[config.mk]
export PLATFORM = sky130hd
export DESIGN_NAME = sleep_wakeup_power_control
export DESIGN_NICKNAME = d
export VERILOG_FILES = /design/src/logic/reference_refresh_timer.v /design/src/logic/sleep_wakeup_power_control.v
export VERILOG_INCLUDE_DIRS = /design/src /design/src/common
export SDC_FILE = /design/constraint.sdc
export NUM_CORES = 1
export LEC_CHECK = 0
export BUFFER_PORTS_ARGS = -buffer_cell sky130_fd_sc_hd__clkbuf_2
export CAP_MARGIN = 10
export CORE_UTILIZATION = 25
export CTS_BUF_LIST = sky130_fd_sc_hd__clkbuf_2
export CTS_CLUSTER_SIZE = 10
export DETAILED_ROUTE_END_ITERATION = 6
export PLACE_DENSITY_LB_ADDON = 0.15
export SETUP_SLACK_MARGIN = 0.1
export SLEW_MARGIN = 10
export SYNTH_ARGS = -nofsm -noshare
export SYNTH_HDL_FRONTEND = slang
export SYNTH_HIERARCHICAL = 1
export SYNTH_SLANG_ARGS = --single-unit
[constraint.sdc]
create_clock -name SYS_CLK -period 4.1 [get_ports SYS_CLK]
set_input_delay 0.205 -clock SYS_CLK [delete_from_list [all_inputs] [get_ports SYS_CLK]]
set_output_delay 0.205 -clock SYS_CLK [all_outputs]
set_load 0.03 [all_outputs]
[src/common/pmu_map.vh]
// register map, field positions, reset values and timing constants of the sleep/wake controller
//
// Functional notes
// - wake pin select bit 0 enables port 0 pin 14, bit 1 port 1 pin 4
// - wake active level bit per pin: zero active high, one active low
// - hibernation bit clear gives deep sleep with sleep domain on, set turns it off
// - fast wake bit enables all regulators together instead of staggered
// - regulator wait skip replaces regulator good wait with a fixed 32 us timeout
// - brownout comparators must report good before active, even when wait is skipped
// - skip bit lets a fast wake reach running without waiting for reference good
// - mask bit, reset one, suppresses brownout reset while reference is not good
// - keep-on bit holds the voltage reference enabled throughout deep sleep
// - reference refreshed every 12-bit period of low power clock ticks over 64
`ifndef PMU_MAP_VH
`define PMU_MAP_VH

// ************************************************************
// register byte addresses
// ************************************************************
`define ADDR_SUPPLY_LVL 32'h500000e4
`define ADDR_HIBERN 32'h500000f0
`define ADDR_SLEEP_SEQ 32'h050000f4
`define ADDR_STATUS 32'h50000180

// ************************************************************
// field positions
// ************************************************************
`define HIB_ENABLE_BIT 0
`define WAKE_LVL_LSB 2
`define WAKE_SEL_LSB 4
`define FAST_WAKE_BIT 16
`define REG_WAIT_SKIP_BIT 15
`define REF_WAIT_SKIP_BIT 14
`define BOD_MASK_BIT 13
`define REF_KEEP_BIT 12
`define REFRESH_MSB 11

// ************************************************************
// reset values and writable masks
// ************************************************************
`define RST_SUPPLY_LVL 32'h00000000
`define RST_HIBERN 32'h00000000
`define RST_SLEEP_SEQ 32'h00002080
`define MASK_HIBERN 32'h0000003f
`define MASK_SLEEP_SEQ 32'h0001ffff

// ************************************************************
// timing
// ************************************************************
`define CLK_MHZ 125
`define REG_OK_TIMEOUT_US 32
`define LP_DIV 64

`endif

[src/logic/reference_refresh_timer.v]
// periodic voltage reference refresh timer on low power clock ticks
`timescale 1ns/1ps
`include "pmu_map.vh"
module reference_refresh_timer #(
   parameter ON_CYCLES = 16
) (
   input wire clk,
   input wire rst,
   input wire ce,
   input wire run,
   input wire lp_tick,
   input wire [11:0] period,
   output reg refresh_r
);
   localparam [31:0] DIV_LAST_W = `LP_DIV - 1;
   localparam [31:0] ON_LAST_W = ON_CYCLES - 1;
   localparam [5:0] DIV_LAST = DIV_LAST_W[5:0];
   localparam [7:0] ON_LAST = ON_LAST_W[7:0];
   reg [5:0] div_r;
   reg [11:0] period_cnt_r;
   reg [7:0] on_cnt_r;

   always @(posedge clk) begin
      if (rst || (ce && !run)) begin
         div_r <= 6'h00;
         period_cnt_r <= 12'h000;
         on_cnt_r <= 8'h00;
         refresh_r <= 1'b0;
      end else if (ce) begin
         if (refresh_r) begin
            if (on_cnt_r == ON_LAST) begin
               refresh_r <= 1'b0;
            end
            on_cnt_r <= on_cnt_r + 8'h01;
         end
         if (lp_tick) begin
            if (div_r == DIV_LAST) begin
               div_r <= 6'h00;
               // one divided tick elapsed; period counted in these
               if (period_cnt_r + 12'h001 >= period) begin
                  period_cnt_r <= 12'h000;
                  refresh_r <= 1'b1;
                  on_cnt_r <= 8'h00;
               end else begin
                  period_cnt_r <= period_cnt_r + 12'h001;
               end
            end else begin
               div_r <= div_r + 6'h01;
            end
         end
      end
   end
endmodule

[src/logic/sleep_wakeup_power_control.v]
// sleep, hibernation and wake-up sequencer with its register file
//
// Strobed register access was left to the implementer.
`timescale 1ns/1ps
`include "pmu_map.vh"
module sleep_wakeup_power_control #(
   parameter NUM_REGS = 4,
   parameter STAGGER_CYCLES = 8,
   parameter REFRESH_ON_CYCLES = 16
) (
   input wire SYS_CLK,
   input wire RST,
   input wire CE,
   input wire [31:0] ADDR,
   input wire [31:0] WR_DATA,
   input wire WR_STB,
   input wire RD_STB,
   output reg [31:0] RD_DATA,
   input wire SLEEP_REQ,
   input wire WAKE_EVENT,
   input wire WAKE_PIN_P0_14,
   input wire WAKE_PIN_P1_4,
   input wire [NUM_REGS-1:0] REGULATOR_GOOD,
   input wire BROWNOUT_GOOD,
   input wire BROWNOUT_EVENT,
   input wire REFERENCE_GOOD,
   input wire LOW_POWER_CLOCK_TICK,
   output reg [NUM_REGS-1:0] REGULATOR_EN,
   output reg SLEEP_POWER_DOMAIN_ON,
   output reg VOLTAGE_REFERENCE_EN,
   output reg BROWNOUT_RESET,
   output reg RUNNING,
   output reg HIBERNATING
);
   // ************************************************************
   // constants
   // ************************************************************
   localparam [2:0] S_ACTIVE = 3'd0;
   localparam [2:0] S_SLEEP = 3'd1;
   localparam [2:0] S_STAGGER = 3'd2;
   localparam [2:0] S_WAIT_OK = 3'd3;
   localparam [2:0] S_BOD = 3'd4;
   localparam [2:0] S_REF = 3'd5;
   localparam [31:0] REG_OK_CYCLES = `REG_OK_TIMEOUT_US * `CLK_MHZ;
   localparam [31:0] REG_OK_LAST_W = REG_OK_CYCLES - 1;
   localparam [31:0] STAGGER_LAST_W = STAGGER_CYCLES - 1;
   localparam [11:0] REG_OK_LAST = REG_OK_LAST_W[11:0];
   localparam [7:0] STAGGER_LAST = STAGGER_LAST_W[7:0];
   localparam [NUM_REGS-1:0] ALL_REGS = {NUM_REGS{1'b1}};
   localparam [NUM_REGS-1:0] NO_REGS = {NUM_REGS{1'b0}};

   // ************************************************************
   // registers
   // ************************************************************
   reg [31:0] supply_level_control_r;
   reg [31:0] hibernation_control_r;
   reg [31:0] sleep_sequencer_control_r;
   reg [2:0] state_r;
   reg [2:0] state_nxt;
   reg hib_latched_r;
   reg fast_latched_r;
   reg [11:0] wait_cnt_r;
   reg [7:0] stagger_cnt_r;
   wire refresh_pulse;

   wire hib_enable = hibernation_control_r[`HIB_ENABLE_BIT];
   wire [1:0] wake_pin_active_level = hibernation_control_r[`WAKE_LVL_LSB+1:`WAKE_LVL_LSB];
   wire [1:0] wake_pin_select = hibernation_control_r[`WAKE_SEL_LSB+1:`WAKE_SEL_LSB];
   wire fast_wake = sleep_sequencer_control_r[`FAST_WAKE_BIT];
   wire regulator_good_wait_skip = sleep_sequencer_control_r[`REG_WAIT_SKIP_BIT];
   wire quick_wake_reference_wait_skip = sleep_sequencer_control_r[`REF_WAIT_SKIP_BIT];
   wire brownout_reset_mask_on_bad_reference = sleep_sequencer_control_r[`BOD_MASK_BIT];
   wire reference_keep_on_in_sleep = sleep_sequencer_control_r[`REF_KEEP_BIT];
   wire [11:0] reference_refresh_period = sleep_sequencer_control_r[`REFRESH_MSB:0];

   // ************************************************************
   // wake pin qualification
   // ************************************************************
   wire [1:0] pin_raw = {WAKE_PIN_P1_4, WAKE_PIN_P0_14};
   // a level bit of one inverts the pin so that low counts as active
   wire [1:0] pin_active = pin_raw ^ wake_pin_active_level;
   // unselected pins never wake
   wire pin_wake = |(pin_active & wake_pin_select);
   // hibernation wakes from pins only, deep sleep from the wake event
   wire wake_now = hib_latched_r ? pin_wake : WAKE_EVENT;

   wire all_regs_good = &REGULATOR_GOOD;
   wire reg_timeout = (wait_cnt_r == REG_OK_LAST);
   wire stagger_step = (stagger_cnt_r == STAGGER_LAST);
   wire refresh_run = (state_r == S_SLEEP) && !hib_latched_r && !reference_keep_on_in_sleep;
   // entry edge uses the live bit, later sleep cycles the latched one
   wire sleep_as_hib = (state_r == S_ACTIVE) ? hib_enable : hib_latched_r;

   // ************************************************************
   // register bus
   // ************************************************************
   always @(posedge SYS_CLK) begin
      if (RST) begin
         supply_level_control_r <= `RST_SUPPLY_LVL;
         hibernation_control_r <= `RST_HIBERN;
         sleep_sequencer_control_r <= `RST_SLEEP_SEQ;
         RD_DATA <= 32'h00000000;
      end else if (CE) begin
         if (WR_STB) begin
            case (ADDR)
               `ADDR_SUPPLY_LVL: begin
                  supply_level_control_r <= WR_DATA;
               end
               `ADDR_HIBERN: begin
                  hibernation_control_r <= WR_DATA & `MASK_HIBERN;
               end
               `ADDR_SLEEP_SEQ: begin
                  sleep_sequencer_control_r <= WR_DATA & `MASK_SLEEP_SEQ;
               end
               default: begin
               end
            endcase
         end
         if (RD_STB) begin
            case (ADDR)
               `ADDR_SUPPLY_LVL: begin
                  RD_DATA <= supply_level_control_r;
               end
               `ADDR_HIBERN: begin
                  RD_DATA <= hibernation_control_r;
               end
               `ADDR_SLEEP_SEQ: begin
                  RD_DATA <= sleep_sequencer_control_r;
               end
               `ADDR_STATUS: begin
                  RD_DATA <= {16'h0000, REGULATOR_EN[NUM_REGS-1:0], {(8-NUM_REGS){1'b0}},
                              BROWNOUT_RESET, VOLTAGE_REFERENCE_EN, SLEEP_POWER_DOMAIN_ON,
                              HIBERNATING, RUNNING, state_r};
               end
               default: begin
                  RD_DATA <= 32'h00000000;
               end
            endcase
         end else begin
            RD_DATA <= 32'h00000000;
         end
      end
   end

   // ************************************************************
   // sequencer next state
   // ************************************************************
   always @* begin
      state_nxt = state_r;
      case (state_r)
         S_ACTIVE: begin
            if (SLEEP_REQ) begin
               state_nxt = S_SLEEP;
            end
         end
         S_SLEEP: begin
            if (wake_now) begin
               // fast wake skips the staggered ramp
               state_nxt = fast_wake ? S_WAIT_OK : S_STAGGER;
            end
         end
         S_STAGGER: begin
            if (stagger_step && (REGULATOR_EN == ALL_REGS)) begin
               state_nxt = S_WAIT_OK;
            end
         end
         S_WAIT_OK: begin
            if (regulator_good_wait_skip) begin
               // fixed timeout replaces the regulator good wait
               if (reg_timeout) begin
                  state_nxt = S_BOD;
               end
            end else if (all_regs_good) begin
               state_nxt = S_BOD;
            end
         end
         S_BOD: begin
            // brownout check is never bypassed
            if (BROWNOUT_GOOD) begin
               if (fast_latched_r && quick_wake_reference_wait_skip) begin
                  state_nxt = S_ACTIVE;
               end else begin
                  state_nxt = S_REF;
               end
            end
         end
         S_REF: begin
            if (REFERENCE_GOOD) begin
               state_nxt = S_ACTIVE;
            end
         end
         default: begin
            state_nxt = S_ACTIVE;
         end
      endcase
   end

   // ************************************************************
   // sequencer state and counters
   // ************************************************************
   always @(posedge SYS_CLK) begin
      if (RST) begin
         state_r <= S_ACTIVE;
         hib_latched_r <= 1'b0;
         fast_latched_r <= 1'b0;
         wait_cnt_r <= 12'h000;
         stagger_cnt_r <= 8'h00;
      end else if (CE) begin
         state_r <= state_nxt;
         if (state_r == S_ACTIVE && SLEEP_REQ) begin
            // mode chosen at sleep entry
            hib_latched_r <= hib_enable;
         end
         if (state_r == S_SLEEP && wake_now) begin
            fast_latched_r <= fast_wake;
         end
         if (state_r == S_WAIT_OK) begin
            wait_cnt_r <= wait_cnt_r + 12'h001;
         end else begin
            wait_cnt_r <= 12'h000;
         end
         if (state_r == S_STAGGER && !stagger_step) begin
            stagger_cnt_r <= stagger_cnt_r + 8'h01;
         end else begin
            stagger_cnt_r <= 8'h00;
         end
      end
   end

   // ************************************************************
   // power outputs
   // ************************************************************
   always @(posedge SYS_CLK) begin
      if (RST) begin
         REGULATOR_EN <= ALL_REGS;
         SLEEP_POWER_DOMAIN_ON <= 1'b1;
         VOLTAGE_REFERENCE_EN <= 1'b1;
         RUNNING <= 1'b1;
         HIBERNATING <= 1'b0;
      end else if (CE) begin
         RUNNING <= (state_nxt == S_ACTIVE);
         HIBERNATING <= (state_nxt == S_SLEEP) && sleep_as_hib;
         case (state_nxt)
            S_SLEEP: begin
               REGULATOR_EN <= NO_REGS;
               if (state_r == S_ACTIVE) begin
                  // deep sleep keeps the domain, hibernation drops it
                  SLEEP_POWER_DOMAIN_ON <= !hib_enable;
               end
               if (sleep_as_hib) begin
                  VOLTAGE_REFERENCE_EN <= 1'b0;
               end else begin
                  // keep-on bit or periodic refresh
                  VOLTAGE_REFERENCE_EN <= reference_keep_on_in_sleep | refresh_pulse;
               end
            end
            S_STAGGER: begin
               SLEEP_POWER_DOMAIN_ON <= 1'b1;
               VOLTAGE_REFERENCE_EN <= 1'b1;
               if (state_r == S_SLEEP) begin
                  REGULATOR_EN <= {{(NUM_REGS-1){1'b0}}, 1'b1};
               end else if (stagger_step) begin
                  // one more regulator per step, in order
                  REGULATOR_EN <= {REGULATOR_EN[NUM_REGS-2:0], 1'b1};
               end
            end
            S_ACTIVE, S_WAIT_OK, S_BOD, S_REF: begin
               // all at once on fast wake, or after the ramp
               REGULATOR_EN <= ALL_REGS;
               SLEEP_POWER_DOMAIN_ON <= 1'b1;
               VOLTAGE_REFERENCE_EN <= 1'b1;
            end
            default: begin
               REGULATOR_EN <= ALL_REGS;
               SLEEP_POWER_DOMAIN_ON <= 1'b1;
               VOLTAGE_REFERENCE_EN <= 1'b1;
            end
         endcase
      end
   end

   // ************************************************************
   // brownout reset gating
   // ************************************************************
   always @(posedge SYS_CLK) begin
      if (RST) begin
         BROWNOUT_RESET <= 1'b0;
      end else if (CE) begin
         // suppressed while the reference is not good and masking is on
         BROWNOUT_RESET <= BROWNOUT_EVENT &
                           !(brownout_reset_mask_on_bad_reference && !REFERENCE_GOOD);
      end
   end

   // ************************************************************
   // reference refresh
   // ************************************************************
   reference_refresh_timer #(
      .ON_CYCLES(REFRESH_ON_CYCLES)
   ) u_refresh (
      .clk(SYS_CLK),
      .rst(RST),
      .ce(CE),
      .run(refresh_run),
      .lp_tick(LOW_POWER_CLOCK_TICK),
      .period(reference_refresh_period),
      .refresh_r(refresh_pulse)
   );
endmodule

# After elaboration in Yosys (flattened, before gate mapping)
# Cells that the tools add are included.
[totals]
regBits = 148
word_cells = 113
[op_classes]
n_lt_le_gt_ge = 1
bitwise_logic = 4
add_sub_neg = 5
reduce_logical = 31
n_eq_ne = 18
muxes = 35
[ops]
columns = ["cell", "count"]
rows = [
  ["$pmux W32 S4", 1],
  ["$eq A32 B31 Y1 const B", 3],
  ["$mux W8", 5],
  ["$eq A32 B27 Y1 const B", 1],
  ["$mux W32", 1],
  ["$mux W3", 9],
  ["$add A12 B1 Y12 const B", 2],
  ["$mux W12", 2],
  ["$pmux W3 S6", 1],
  ["$add A8 B1 Y8 const B", 2],
  ["$eq A12 B12 Y1 const B", 1],
  ["$ge A12 B12 Y1", 1],
  ["$mux W1", 12],
  ["$reduce_and A3 Y1", 4],
  ["$logic_and A1 B1 Y1", 10],
  ["$reduce_and A2 Y1", 5],
  ["$eq A3 B2 Y1 const B", 3],
  ["$eq A8 B3 Y1 const B", 1],
  ["$eq A8 B4 Y1 const B", 1],
  ["$mux W4", 2],
  ["$pmux W4 S2", 1],
  ["$logic_not A1 Y1", 7],
  ["$add A6 B1 Y6 const B", 1],
  ["$eq A3 B1 Y1 const B", 2],
  ["other kinds (14)", 16],
]

# Logic depth before layout (Yosys ltp)
[logic_depth]
word_depth = 9
depth_mapped = 11

# By module
# Netlist, hierarchy kept.
[by_module_without_submodules]
columns = ["mod", "instances", "cells_each", "area_each_um2"]
rows = [
  ["sleep_wakeup_power_control", 1, 622, 5188.7],
  ["reference_refresh_timer", 1, 185, 1587.8],
]

# Worst setup path before layout
# Ideal clock, no wire load.
[synth_path]
kind = "reg2reg"
from = "reg u_refresh.period_cnt_r[6]"
to = "reg u_refresh.on_cnt_r[1]"
period_less_slack_ns = 2.438
arrival_ns = 2.313
path_slack_ns = 1.662
setup_time_ns = 0.125
stages_incl_launch_ff = 11
path_buffers = 0
required_ns = 3.975
path_cell_list = "dfxtp_1 > and3_1 > and3_1 > nand3_1 > xnor2_1 > ha_1 > nand4_1 > nor4_1 > a2bb2oi_1 > nor2b_1 > o41a_1"
[synth_via]
elab_chain_len = 5
[synth_rtl]
columns = ["item", "line_no", "rtl"]
rows = [
  ["from (decl)", "reference_refresh_timer.v:20", "reg [11:0] period_cnt_r;"],
  ["from (signal assigned)", "reference_refresh_timer.v:45", "period_cnt_r <= period_cnt_r + 12'h001;"],
  ["$add A12 B1 Y12", "reference_refresh_timer.v:40", "if (period_cnt_r + 12'h001 >= period) begin"],
  ["$ge A12 B12 Y1", "reference_refresh_timer.v:40", ""],
  ["$mux W8", "reference_refresh_timer.v:40", ""],
  ["$mux W8", "reference_refresh_timer.v:37", "if (div_r == DIV_LAST) begin"],
  ["$mux W8", "reference_refresh_timer.v:36", "if (lp_tick) begin"],
  ["to (signal assigned)", "reference_refresh_timer.v:34", "on_cnt_r <= on_cnt_r + 8'h01;"],
  ["to (decl)", "reference_refresh_timer.v:21", "reg [7:0] on_cnt_r;"],
]
# No other way between the ends.
# A chain may end at the register's enable or synchronous reset.

# Worst setup path after layout
[layout_path]
from = "reg u_refresh.period_cnt_r[0]"
to = "reg u_refresh.on_cnt_r[1]"
# The elaborated chain is that of the path after synthesis.

==> results.sh <==
export IMPL_status="finished, final reports clean"
export IMPL_syn_to_final_growth_pct=23.9
export IMPL_stdcell_area_mm2=0.00839
export IMPL_finalHoldViolations=0
export IMPL_dpl_cell_count=1229
export IMPL_antenna_found_initial=1
export IMPL_period_share=0.707
export IMPL_synth_area_per_cell_um2=8.40
export IMPL_slew_headroom=0.328
export IMPL_grt_max_degree=40
export IMPL_die_area_mm2=0.0278
export IMPL_cp_endpoint="u_refresh/on_cnt_r[1]"
export IMPL_crit_path_end_kind="flop"
export IMPL_worst_slew_pin_slew_ns=1.00
export IMPL_cp_start_kind="flop"
export IMPL_syn_inst=807
export IMPL_period_minus_slack_ns=2.90
export IMPL_cts_max_path_buffers=2
export IMPL_r2r_slack_ns=1.20
export IMPL_gp_congestion=0.778
export IMPL_finalNonFillerCells=1306
export IMPL_dr_pass1_iters=7
export IMPL_drt_initial_drc_count=377
export IMPL_totalWireLength_um=20100
export IMPL_fin_ws_ns=1.20
export IMPL_critPathMaxFanout=12
export IMPL_viasPerCell=4.74
export IMPL_htree_levels=4
export IMPL_post_route_util=0.319
export IMPL_nets=1056
export IMPL_ios=122
export IMPL_ys_flop_type="dfxtp_1"
export IMPL_cts_sinks=148
export IMPL_cts_buffers_inserted=17
export IMPL_grt_pass1_vias=5979
export IMPL_rr_endpoint="u_refresh/on_cnt_r[1]"
export IMPL_clk_pin_slew_ns=0.23
export IMPL_synth_seq_cells=148
export IMPL_syn_num_nets=905
export IMPL_synth_distinct_cells=66
export IMPL_die_h_um=167
export IMPL_finalClockSkew_ns=0.0440
export IMPL_critPathRequiredTime_ns=4.72
export IMPL_fin_total_pwr_mw=2.65
export IMPL_whs_path_depth=6
export IMPL_dpl_instance_area_mm2=0.00767
export IMPL_wire_per_inst_um=15.4
export IMPL_ctsRootBufferMaster="clkbuf_2"
export IMPL_drive_above_1_share=0.184
export IMPL_leakagePower_nw=3.10
export IMPL_num_fill_cells=2808
export IMPL_ys_seq_area_frac=0.437
export IMPL_detail_route_antenna_nets=0
export IMPL_finalMaxSlewViolations=0
export IMPL_drc=0
export IMPL_hold_slack_ns=0.0816
export IMPL_insertion_delay_ns=0.73
export IMPL_grt_setup_unrepaired="no"
export IMPL_worstReg2RegStart="u_refresh/period_cnt_r[0]"
export IMPL_synth_edf_count=0
export IMPL_dp_slack_ns=1.22
export IMPL_reg2reg_depth=11
export IMPL_portBuffers=121
export IMPL_max_freq_mhz=345
export IMPL_tritoncts="done"
export IMPL_dp_hpwl_um=14200
export IMPL_grt_pass1_wl_um=32400
export IMPL_core_area_mm2=0.0264
export IMPL_cts_setup_buffers=0
export IMPL_synthArstFlopShare=0
export IMPL_criticalPathCategory="reg2reg"
export IMPL_crit_start="u_refresh/period_cnt_r[0]"
export IMPL_num_vias=6191
export IMPL_hold_class="in2reg"
export IMPL_yosysWarnings=6
export IMPL_rows=59
export IMPL_arrival_ns=3.52
export IMPL_initial_core_util=0.257
export IMPL_cap_violations=0
export IMPL_setup_viol=0
export IMPL_setup_tns_ns=0
export IMPL_die_w_um=167
export IMPL_overflow=0
export IMPL_grt_usage=0.148
export IMPL_vdd_drop_max_mv=0.134
export IMPL_p_per_area_mw_per_mm2=315
export IMPL_netlist_area_mm2=0.00678
==> logic make-up (layout without fill, tap and decap cells) <==
group | count (synthesis) | count (layout) | synth area share
fa+ha+maj | 17 | 17 | 0.0314
other cells | 0 | 1 | 0
buf+inv | 62 | 225 | 0.0406
simple gates | 346 | 346 | 0.242
flops | 148 | 148 | 0.437
xor+xnor | 38 | 38 | 0.0491
compound gates | 186 | 186 | 0.185
mux | 10 | 10 | 0.0148
==> layout make-up <==
type	instances	area [um^2]	area share
flip-flops and latches	148	2960	0.353
well taps	335	419	0.0499
repair buffers	176	1130	0.135
clock buffers	18	90.1	0.0107
clock inverters	13	183	0.0218
inverters	18	67.6	0.00805
diodes	1	2.50	0.000298
multi-input cells	597	3540	0.422
==> state kept, by name, summed over array words and instances, names as in the netlist <==
register                   cells
HIBERNATING                    1
VOLTAGE_REFERENCE_EN           1
BROWNOUT_RESET                 1
supply_level_control_r        32
REGULATOR_EN                   4
RD_DATA                       32
SLEEP_POWER_DOMAIN_ON          1
sleep_sequencer_control_r     17
u_refresh/on_cnt_r             8
u_refresh/refresh_r            1
u_refresh/div_r                6
RUNNING                        1
hib_latched_r                  1
stagger_cnt_r                  8
fast_latched_r                 1
wait_cnt_r                    12
u_refresh/period_cnt_r        12
hibernation_control_r          6
state_r                        3
==> power breakdown <==
part | total (mW) | internal (mW) | switching [mW]
clock | 0.954 | 0.400 | 0.555
combinational | 0.222 | 0.0951 | 0.127
sequential | 1.47 | 1.45 | 0.0176
==> placed cells by master, fill, tap and decap left out, drive strengths merged, types with 7 or more instances in the layout <==
cell type      n
nand2        161
dfxtp        148
clkbuf       138
nor2          82
a21oi         65
dlygate4sd3   45
a22oi         32
o21ai         26
xor2          24
nand4         22
inv           20
ha            17
nand3         16
xnor2         14
buf           11
mux2i         10
a32o          10
a211oi         9
a22o           7
a2bb2oi        7
nor3           7
==> worst min-delay path by stage <==
stage | startpoint | endpoint
after floorplan | WR_DATA[13] | sleep_sequencer_control_r[13]
after global placement | WR_DATA[24] | supply_level_control_r[24]
after detailed placement | WR_DATA[24] | supply_level_control_r[24]
after CTS | ADDR[14] | hibernation_control_r[4]
after global routing | ADDR[12] | hibernation_control_r[4]
final | ADDR[14] | hibernation_control_r[4]
==> cell usage after synthesis (all sizes together) (14+ instances only) <==
library cell	n	area, um^2
a22oi	32	240
nor2	82	308
xnor2	14	123
inv	18	67.6
nand3	16	80.1
o21ai	26	130
a21oi	65	329
nand4	22	138
ha	17	213
nand2	161	607
dfxtp	148	2960
xor2	24	210
buf	15	98.8
clkbuf	29	109
==> critical path, cell delays in order (launching register included) <==
cell       delay [ns]
dfxtp_1          0.46
ha_1             0.24
and4_1           0.29
nand2_1          0.08
xnor2_1          0.14
ha_1             0.29
nand4_1          0.13
nor4_1           0.30
a2bb2oi_1        0.09
buf_4            0.19
nor2b_1          0.19
o41a_1           0.39
==> timing repair <==
item                                   4_1_cts  5_1_grt
hold buffers                                45        0
endpoints found under the hold margin       69        0
resized for setup                            0        0
==> metal layers <==
layer | vias to the layer above | wire length (um) | global-route usage
met2 | 128 | 8960 | 0.228
met4 | 0 | 177 | 0.0370
li1 | 3158 | - | -
met1 | 2893 | 10100 | 0.207
met5 | - | 0 | 0
met3 | 12 | 847 | 0.0328
(Power assumes the default switching activity.)
